### src/logic/gdc_pkg.sv
// Constants shared by the gate drive controller files
package gdc_pkg;
  // Register byte offsets
  localparam logic [7:0] ADDR_CTRL       = 8'h00;
  localparam logic [7:0] ADDR_PERIOD     = 8'h04;
  localparam logic [7:0] ADDR_DUTY       = 8'h08;
  localparam logic [7:0] ADDR_STEP       = 8'h0C;
  localparam logic [7:0] ADDR_STATUS     = 8'h10;
  localparam logic [7:0] ADDR_IRQ_STATUS = 8'h14;
  localparam logic [7:0] ADDR_IRQ_MASK   = 8'h18;
  localparam logic [7:0] ADDR_PRESCALE   = 8'h1C;

  // Control register fields
  localparam int CTRL_RUN      = 0;
  localparam int CTRL_SKIP_CCM = 1;
  localparam int CTRL_SKIP_MID = 2;
  localparam int CTRL_IDLE_TRI = 3;

  // Event bits of status and mask registers
  localparam int EV_THERM_WARN = 0;
  localparam int EV_OVERCUR    = 1;
  localparam int EV_SOFT_DONE  = 2;
  localparam int EV_LOCKOUT    = 3;
  localparam int EV_W          = 4;

  // Reset values
  localparam logic [15:0] PERIOD_RST   = 16'h00FF;
  localparam logic [15:0] STEP_RST     = 16'h0001;
  localparam logic [15:0] PRESCALE_RST = 16'h0000;

  // AXI responses
  localparam logic [1:0] RESP_OKAY   = 2'h0;
  localparam logic [1:0] RESP_SLVERR = 2'h2;

  // Enable-off to pulse-width release gap on shutdown
  localparam int CLK_MHZ      = 125;
  localparam int STOP_GAP_NS  = 1000;
  localparam int STOP_GAP_CYC = (STOP_GAP_NS * CLK_MHZ + 999) / 1000;

  // Sequencer states, Gray along idle-wait-soft-run-stop
  typedef enum logic [2:0] {
    ST_IDLE = 3'b000,
    ST_WAIT = 3'b001,
    ST_SOFT = 3'b011,
    ST_RUN  = 3'b010,
    ST_STOP = 3'b110
  } gdc_state_t;
endpackage

### src/logic/gdc_host.sv
// Gate drive controller: pulse-width source and sequencer for a buck power stage
//
// The implementer's own choices: the placing of the registers and the AXI4-Lite register port.
`timescale 1ns/10ps
module gdc_host #(
  parameter int DW = 16
) (
  input  wire logic        sys_clk,
  input  wire logic        rst_n,
  // AXI4-Lite slave
  input  wire logic [7:0]  s_axi_awaddr,
  input  wire logic        s_axi_awvalid,
  output logic             s_axi_awready,
  input  wire logic [31:0] s_axi_wdata,
  input  wire logic [3:0]  s_axi_wstrb,
  input  wire logic        s_axi_wvalid,
  output logic             s_axi_wready,
  output logic [1:0]       s_axi_bresp,
  output logic             s_axi_bvalid,
  input  wire logic        s_axi_bready,
  input  wire logic [7:0]  s_axi_araddr,
  input  wire logic        s_axi_arvalid,
  output logic             s_axi_arready,
  output logic [31:0]      s_axi_rdata,
  output logic [1:0]       s_axi_rresp,
  output logic             s_axi_rvalid,
  input  wire logic        s_axi_rready,
  output logic             irq,
  // Power stage pins
  output logic             pwm_o,
  output logic             pwm_oe,
  output logic             skip_mode_n_o,
  output logic             skip_mode_n_oe,
  output logic             driver_enable_n,
  input  wire logic        thermal_warn_n,
  input  wire logic        undervoltage_lockout,
  input  wire logic        over_current
);
  localparam int EV_W_C = gdc_pkg::EV_W;
  logic [31:0]          ctrl;
  logic [DW-1:0]        period;
  logic [DW-1:0]        duty_tgt;
  logic [DW-1:0]        step;
  logic [DW-1:0]        prescale;
  logic [EV_W_C-1:0]    irq_status;
  logic [EV_W_C-1:0]    irq_mask;

  logic [7:0]           aw_addr;
  logic                 aw_held;
  logic [31:0]          w_data;
  logic [3:0]           w_strb;
  logic                 w_held;
  logic                 wr_go;
  logic                 wr_hit;

  gdc_pkg::gdc_state_t  state;
  logic [DW-1:0]        cnt;
  logic [DW-1:0]        duty_cur;
  logic                 tick;
  logic                 period_end;
  logic [7:0]           gap_cnt;
  logic                 warn_q;
  logic [EV_W_C-1:0]    ev;

  // Byte-lane merge under write strobes
  function automatic logic [31:0] merge(input logic [31:0] old, input logic [31:0] nw,
                                        input logic [3:0] strb);
    logic [31:0] r;
    r = old;
    for (int i = 0; i < 4; i++) begin
      if (strb[i]) begin
        r[i*8 +: 8] = nw[i*8 +: 8];
      end
    end
    return r;
  endfunction

  gdc_tick_div #(.W(DW)) u_div (
    .sys_clk (sys_clk),
    .rst_n   (rst_n),
    .divide  (prescale),
    .tick    (tick)
  );

  // Write address and data latched independently
  always_ff @(posedge sys_clk) begin
    if (!rst_n) begin
      aw_held <= 1'b0;
      aw_addr <= 8'h00;
      w_held  <= 1'b0;
      w_data  <= 32'h0000_0000;
      w_strb  <= 4'h0;
    end else begin
      if (s_axi_awvalid && s_axi_awready) begin
        aw_held <= 1'b1;
        aw_addr <= s_axi_awaddr;
      end else if (wr_go) begin
        aw_held <= 1'b0;
      end
      if (s_axi_wvalid && s_axi_wready) begin
        w_held <= 1'b1;
        w_data <= s_axi_wdata;
        w_strb <= s_axi_wstrb;
      end else if (wr_go) begin
        w_held <= 1'b0;
      end
    end
  end

  assign wr_go  = aw_held && w_held && !s_axi_bvalid;
  assign wr_hit = aw_addr == gdc_pkg::ADDR_CTRL   || aw_addr == gdc_pkg::ADDR_PERIOD
               || aw_addr == gdc_pkg::ADDR_DUTY   || aw_addr == gdc_pkg::ADDR_STEP
               || aw_addr == gdc_pkg::ADDR_IRQ_STATUS || aw_addr == gdc_pkg::ADDR_IRQ_MASK
               || aw_addr == gdc_pkg::ADDR_PRESCALE || aw_addr == gdc_pkg::ADDR_STATUS;

  // Channel ready and write response
  always_ff @(posedge sys_clk) begin
    if (!rst_n) begin
      s_axi_awready <= 1'b0;
      s_axi_wready  <= 1'b0;
      s_axi_bvalid  <= 1'b0;
      s_axi_bresp   <= gdc_pkg::RESP_OKAY;
    end else begin
      s_axi_awready <= !aw_held && !(s_axi_awvalid && s_axi_awready);
      s_axi_wready  <= !w_held && !(s_axi_wvalid && s_axi_wready);
      if (wr_go) begin
        s_axi_bvalid <= 1'b1;
        s_axi_bresp  <= wr_hit ? gdc_pkg::RESP_OKAY : gdc_pkg::RESP_SLVERR;
      end else if (s_axi_bready) begin
        s_axi_bvalid <= 1'b0;
      end
    end
  end

  // Writable configuration registers
  always_ff @(posedge sys_clk) begin
    if (!rst_n) begin
      ctrl     <= 32'h0000_0000;
      period   <= gdc_pkg::PERIOD_RST;
      duty_tgt <= '0;
      step     <= gdc_pkg::STEP_RST;
      prescale <= gdc_pkg::PRESCALE_RST;
      irq_mask <= '0;
    end else if (wr_go) begin
      case (aw_addr)
        gdc_pkg::ADDR_CTRL:     ctrl     <= merge(ctrl, w_data, w_strb);
        gdc_pkg::ADDR_PERIOD:   period   <= DW'(merge(32'(period), w_data, w_strb));
        gdc_pkg::ADDR_DUTY:     duty_tgt <= DW'(merge(32'(duty_tgt), w_data, w_strb));
        gdc_pkg::ADDR_STEP:     step     <= DW'(merge(32'(step), w_data, w_strb));
        gdc_pkg::ADDR_PRESCALE: prescale <= DW'(merge(32'(prescale), w_data, w_strb));
        gdc_pkg::ADDR_IRQ_MASK: irq_mask <= EV_W_C'(merge(32'(irq_mask), w_data, w_strb));
        default: ;
      endcase
    end
  end

  // Read channel with data from registers
  always_ff @(posedge sys_clk) begin
    if (!rst_n) begin
      s_axi_arready <= 1'b0;
      s_axi_rvalid  <= 1'b0;
      s_axi_rdata   <= 32'h0000_0000;
      s_axi_rresp   <= gdc_pkg::RESP_OKAY;
    end else begin
      s_axi_arready <= !s_axi_rvalid && !(s_axi_arvalid && s_axi_arready);
      if (s_axi_arvalid && s_axi_arready) begin
        s_axi_rvalid <= 1'b1;
        s_axi_rresp  <= gdc_pkg::RESP_OKAY;
        case (s_axi_araddr)
          gdc_pkg::ADDR_CTRL:       s_axi_rdata <= ctrl;
          gdc_pkg::ADDR_PERIOD:     s_axi_rdata <= 32'(period);
          gdc_pkg::ADDR_DUTY:       s_axi_rdata <= 32'(duty_tgt);
          gdc_pkg::ADDR_STEP:       s_axi_rdata <= 32'(step);
          gdc_pkg::ADDR_PRESCALE:   s_axi_rdata <= 32'(prescale);
          gdc_pkg::ADDR_IRQ_STATUS: s_axi_rdata <= 32'(irq_status);
          gdc_pkg::ADDR_IRQ_MASK:   s_axi_rdata <= 32'(irq_mask);
          gdc_pkg::ADDR_STATUS:     s_axi_rdata <= {duty_cur, 8'h00, 1'b0, undervoltage_lockout,
                                                    !thermal_warn_n, over_current, 1'b0, state};
          default: begin
            s_axi_rdata <= 32'h0000_0000;
            s_axi_rresp <= gdc_pkg::RESP_SLVERR;
          end
        endcase
      end else if (s_axi_rready) begin
        s_axi_rvalid <= 1'b0;
      end
    end
  end

  // Events feeding the sticky status
  always_comb begin
    ev = '0;
    ev[gdc_pkg::EV_THERM_WARN] = warn_q && !thermal_warn_n;
    ev[gdc_pkg::EV_OVERCUR]    = over_current && state != gdc_pkg::ST_IDLE;
    ev[gdc_pkg::EV_SOFT_DONE]  = state == gdc_pkg::ST_SOFT && period_end && duty_cur >= duty_tgt;
    ev[gdc_pkg::EV_LOCKOUT]    = undervoltage_lockout
                               && (state == gdc_pkg::ST_SOFT || state == gdc_pkg::ST_RUN);
  end

  // Sticky status, write one to clear, set wins
  always_ff @(posedge sys_clk) begin
    if (!rst_n) begin
      irq_status <= '0;
      warn_q     <= 1'b1;
      irq        <= 1'b0;
    end else begin
      warn_q <= thermal_warn_n;
      if (wr_go && aw_addr == gdc_pkg::ADDR_IRQ_STATUS) begin
        irq_status <= (irq_status & ~EV_W_C'(w_data & {{8{w_strb[3]}}, {8{w_strb[2]}},
                      {8{w_strb[1]}}, {8{w_strb[0]}}})) | ev;
      end else begin
        irq_status <= irq_status | ev;
      end
      irq <= |(irq_status & irq_mask);
    end
  end

  assign period_end = tick && cnt >= period;

  // Pulse-width period counter
  always_ff @(posedge sys_clk) begin
    if (!rst_n || state == gdc_pkg::ST_IDLE || state == gdc_pkg::ST_WAIT) begin
      cnt <= '0;
    end else if (tick) begin
      cnt <= period_end ? '0 : cnt + 1'b1;
    end
  end

  // Sequencer and duty ramp
  always_ff @(posedge sys_clk) begin
    if (!rst_n) begin
      state    <= gdc_pkg::ST_IDLE;
      duty_cur <= '0;
      gap_cnt  <= 8'h00;
    end else begin
      case (state)
        gdc_pkg::ST_IDLE: begin
          duty_cur <= '0;
          if (ctrl[gdc_pkg::CTRL_RUN] && !over_current) begin
            state <= gdc_pkg::ST_WAIT;
          end
        end
        gdc_pkg::ST_WAIT: begin
          if (!ctrl[gdc_pkg::CTRL_RUN]) begin
            state <= gdc_pkg::ST_IDLE;
          end else if (!undervoltage_lockout) begin
            state <= gdc_pkg::ST_SOFT;
          end
        end
        gdc_pkg::ST_SOFT: begin
          if (!ctrl[gdc_pkg::CTRL_RUN] || over_current || undervoltage_lockout) begin
            state   <= gdc_pkg::ST_STOP;
            gap_cnt <= 8'(gdc_pkg::STOP_GAP_CYC);
          end else if (period_end) begin
            if (duty_cur >= duty_tgt) begin
              state <= gdc_pkg::ST_RUN;
            end else if (duty_tgt - duty_cur > step) begin
              duty_cur <= duty_cur + step;
            end else begin
              duty_cur <= duty_tgt;
            end
          end
        end
        gdc_pkg::ST_RUN: begin
          if (!ctrl[gdc_pkg::CTRL_RUN] || over_current || undervoltage_lockout) begin
            state   <= gdc_pkg::ST_STOP;
            gap_cnt <= 8'(gdc_pkg::STOP_GAP_CYC);
          end else if (period_end) begin
            duty_cur <= duty_tgt;
          end
        end
        gdc_pkg::ST_STOP: begin
          if (gap_cnt == 8'h00) begin
            state <= gdc_pkg::ST_IDLE;
          end else begin
            gap_cnt <= gap_cnt - 8'h01;
          end
        end
        default: state <= gdc_pkg::ST_IDLE;
      endcase
    end
  end

  // Stage pins: enable drops first on stop, pulse-width released afterwards
  always_ff @(posedge sys_clk) begin
    if (!rst_n) begin
      driver_enable_n <= 1'b0;
      pwm_o           <= 1'b0;
      pwm_oe          <= 1'b0;
      skip_mode_n_o   <= 1'b0;
      skip_mode_n_oe  <= 1'b1;
    end else begin
      driver_enable_n <= state == gdc_pkg::ST_SOFT || state == gdc_pkg::ST_RUN;
      if (state == gdc_pkg::ST_SOFT || state == gdc_pkg::ST_RUN) begin
        pwm_oe <= 1'b1;
        pwm_o  <= cnt < duty_cur;
      end else if (state == gdc_pkg::ST_STOP) begin
        pwm_oe <= 1'b1;
        pwm_o  <= 1'b0;
      end else begin
        pwm_oe <= !ctrl[gdc_pkg::CTRL_IDLE_TRI];
        pwm_o  <= 1'b0;
      end
      skip_mode_n_oe <= !ctrl[gdc_pkg::CTRL_SKIP_MID];
      skip_mode_n_o  <= ctrl[gdc_pkg::CTRL_SKIP_CCM];
    end
  end
endmodule

### src/logic/gdc_tick_div.sv
// Clock-enable divider producing the pulse-width counter tick
`timescale 1ns/10ps
module gdc_tick_div #(
  parameter int W = 16
) (
  input  wire logic         sys_clk,
  input  wire logic         rst_n,
  input  wire logic [W-1:0] divide,
  output logic              tick
);
  logic [W-1:0] count;

  // One tick every divide+1 clocks
  always_ff @(posedge sys_clk) begin
    if (!rst_n) begin
      count <= '0;
      tick  <= 1'b0;
    end else if (count >= divide) begin
      count <= '0;
      tick  <= 1'b1;
    end else begin
      count <= count + 1'b1;
      tick  <= 1'b0;
    end
  end
endmodule

### config.mk
export PLATFORM = sky130hd
export DESIGN_NAME = gdc_host
export DESIGN_NICKNAME = d
export VERILOG_FILES = /design/src/logic/gdc_pkg.sv /design/src/logic/gdc_host.sv /design/src/logic/gdc_tick_div.sv
export SDC_FILE = /design/constraint.sdc
export NUM_CORES = 1
export LEC_CHECK = 0
export ABC_AREA = 1
export BUFFER_PORTS_ARGS = -buffer_cell sky130_fd_sc_hd__buf_2
export CAP_MARGIN = 40
export CORE_MARGIN = 2
export CORE_UTILIZATION = 50
export DETAILED_ROUTE_END_ITERATION = 16
export PLACE_DENSITY = 0.68
export SYNTH_ARGS = -nofsm -noshare
export SYNTH_HDL_FRONTEND = slang
export SYNTH_SLANG_ARGS = --single-unit
export TNS_END_PERCENT = 50
### constraint.sdc
create_clock -name sys_clk -period 7.5 [get_ports sys_clk]
set_input_delay 1.5 -clock sys_clk [delete_from_list [all_inputs] [get_ports sys_clk]]
set_output_delay 1.5 -clock sys_clk [all_outputs]
set_load 0.01 [all_outputs]
==> metrics <==
status=finished clean; die span in x=169 microns; R2R depth=20; Worst-path clk slew=60 ps; Final Skew=14.1 ps; FF-to-FF End=duty_cur[5]; Sequential Area=5120 sq um; Multi-input gate area=7250 sq um; Skew-Pair Late Insertion Delay=550 ps; fin crit period=3930 ps; Fillers=2542; Area Overhead vs Synth=12.3%; starting density of the core=0.508; GRT Overall Usage=0.272; largest net degree at the start of global routing=77; DP Area=14400 sq um; port buffer count=106; initial antenna violation count=0; RR Startpoint=duty_cur[1]; final non-filler cell area=15300 sq um; Post-Synth Adder-Cell Area=0.0931; mux contribution to synthesized area=0; Lkg Pwr=6.75 nW; Peak VDD IR=0.722 mV; syn avg cell area=7.28 sq um; first drt pass iteration count=5; cells after synthesis=1868; Critical Path End Type=register; library cells used by synthesis=53; number of synthesized flops with an enable pin=0; final hold viol count=0; num rows=60; fin crit share=0.524; biggest area consumer among synthesized cells=dfxtp_1; first-pass GRT wire length=61.8 mm; top cell type's share of synthesized area=0.377; main combinational cell family by area after synthesis=simple AND/OR/NAND/NOR gates; Arrival @ worst endpoint=4320 ps; via density per instance=5.43; H-Tree Depth=1; cell area power density=347 nW/um^2; Die Ht=169 microns; yosys warns=0; CTS sink cnt=256; setup slack, reg-to-reg=3570 ps; clock tree root buffer cell=clkbuf_16; RePlAce Congestion=0.971; Synth Flop Type=dfxtp_1; final max-slew violation count=0; Post-route DRC=0; worst slew pin tran=830 ps; CP Launch Point=duty_cur[1]; CORE AREA=26800 sq um; post-CTS sizing=0; crit path to=duty_cur[5]; TritonCTS buffer count=28; crit path max fanout=16; Antenna Cells=0; Tightest Hold Check Type=register to register; post-synthesis sequential area ratio=0.377; most frequent cells in the layout=nand2_1 (369), dfxtp_1 (256), inv_1 (238), a21oi_1 (180), o21ai_0 (180); CP Launch Type=register; maxcap violations=0; CP required=7890 ps; dominant cells by area after synthesis=dfxtp_1 (38%), nand2_1 (10%), ha_1 (9.0%); CTS tree=done; XOR/XNOR share of the synthesized area=0.0283; number of global-route vias before repair=11700; cts hold-fix bufs=0; Slew HR=0.444; DP HPWL=29.9 mm; Routed WL per cell=16.9 microns; final core occ=0.570; Seq cells post-synth=256; # Post-CTS Setup Buffers=0; via count=12600; DRT Wirelength=39.2 mm; post-route ant nets=0; Compound-Gate Fraction of Synth Area=0.194; IO Count=109; initial DRC count=1013; Die Area=28500 sq um; synthesized area=13600 sq um; Simple-Gate Fraction of Synth Area=0.218; RSZ-0062 raised after global routing=false; asr flop ratio synth=0; Max Clk Rate=254 MHz; final setup TNS=0 ps; Final #Nets=2114; share of cells above drive strength 1=0.113; Final setup viols=0; total grt overflow=0; Setup CP Type=register to register; clock tree buffer depth=3; commonest non-fill, non-tap cell in the layout=nand2_1
==> synth_stat cells (9+ instances only) <==
| cell type | instances |
|---|---|
| xor2_1 | 24 |
| nand4_1 | 11 |
| buf_2 | 11 |
| a211oi_1 | 27 |
| a22o_1 | 16 |
| o22ai_1 | 27 |
| o211ai_1 | 9 |
| a21oi_1 | 180 |
| dfxtp_1 | 256 |
| nand2_2 | 19 |
| xnor2_1 | 20 |
| nor3_1 | 28 |
| nor2_2 | 11 |
| nand2_1 | 370 |
| nor2_1 | 151 |
| o21ai_0 | 180 |
| a21oi_2 | 10 |
| nand3_1 | 67 |
| clkbuf_1 | 41 |
| ha_1 | 98 |
| inv_1 | 239 |
==> worst min path at each step <==
stage / from / cells past startpoint / slack [ps] / endpoint
6_report: ctrl[2] / 1 / 430 / skip_mode_n_oe
5_1_grt: ctrl[2] / 1 / 450 / skip_mode_n_oe
4_1_cts: s_axi_rvalid / 1 / 430 / s_axi_arready
3_5_place_dp: ctrl[2] / 1 / 420 / skip_mode_n_oe
3_3_place_gp: ctrl[2] / 1 / 410 / skip_mode_n_oe
2_1_floorplan: ctrl[2] / 1 / 370 / skip_mode_n_oe
==> registers in the layout, summed over array words and instances, names as in the netlist, 3 cells and up <==
register,cells
period,16
aw_addr,8
w_data,32
duty_tgt,16
s_axi_rdata,32
state,3
gap_cnt,8
w_strb,4
duty_cur,16
ctrl,32
step,16
u_div.count,16
irq_mask,4
cnt,16
prescale,16
irq_status,4
==> critical path: stages (launching register included) <==
cell,delay (ps)
dfxtp_1,420
inv_1,140
ha_1,310
nand3b_1,80
nand2_1,110
a21oi_1,110
o21ai_1,330
a21oi_1,170
o21ai_1,170
xor2_1,170
ha_1,260
a21oi_1,120
o21ai_0,100
a21oi_1,240
nand2_2,190
nand2_1,460
nand2_1,120
nand3_1,110
nand2_1,50
nand2_1,50
a21oi_1,60
==> routing by layer <==
metal / wire, microns / track usage / vias to the layer above / part of all wire
li1: - / - / 6356 / -
met1: 18200 / 0.381 / 5771 / 0.47
met2: 17500 / 0.442 / 386 / 0.45
met3: 2370 / 0.0299 / 57 / 0.060
met4: 1080 / 0.0787 / 0 / 0.027
met5: 0 / 0 / - / 0
==> through the flow <==
stage / power [mW] / setup slack, ps / hold WS (ps) / cells
5_1_grt: 5.57 / 3170 / 446 / 2314
2_1_floorplan: 6.57 / 4240 / 369 / 1869
4_1_cts: 5.34 / 3590 / 433 / 2314
3_5_place_dp: 3.98 / 3610 / 422 / 2263
3_3_place_gp: 3.87 / 3700 / 412 / 2258
6_report: 5.30 / 3570 / 428 / 2314
==> logic make-up (layout without fill, tap and decap cells) <==
group | count (synthesis) | count (layout)
AO/OA/AOI/OAI | 473 | 473
buffers and inverters | 307 | 411
other | 1 | 2
XOR/XNOR | 44 | 44
AND/OR/NAND/NOR | 687 | 687
flip-flops | 256 | 256
adder cells (fa/ha/maj) | 100 | 100
==> layout make-up <==
class,count,area share
Clock buffer,37,0.0527
Timing Repair Buffer,114,0.0417
Tap cell,341,0.0279
Inverter,246,0.0604
Sequential cell,256,0.335
Multi-Input combinational cell,1306,0.475
Clock inverter,14,0.00721
==> where the power goes <==
part	switching, mW	internal [mW]
sequential	0.0453	1.42
combinational	1.69	0.791
clock	0.566	0.789
Note: power is estimated with default switching activity, not from simulation.
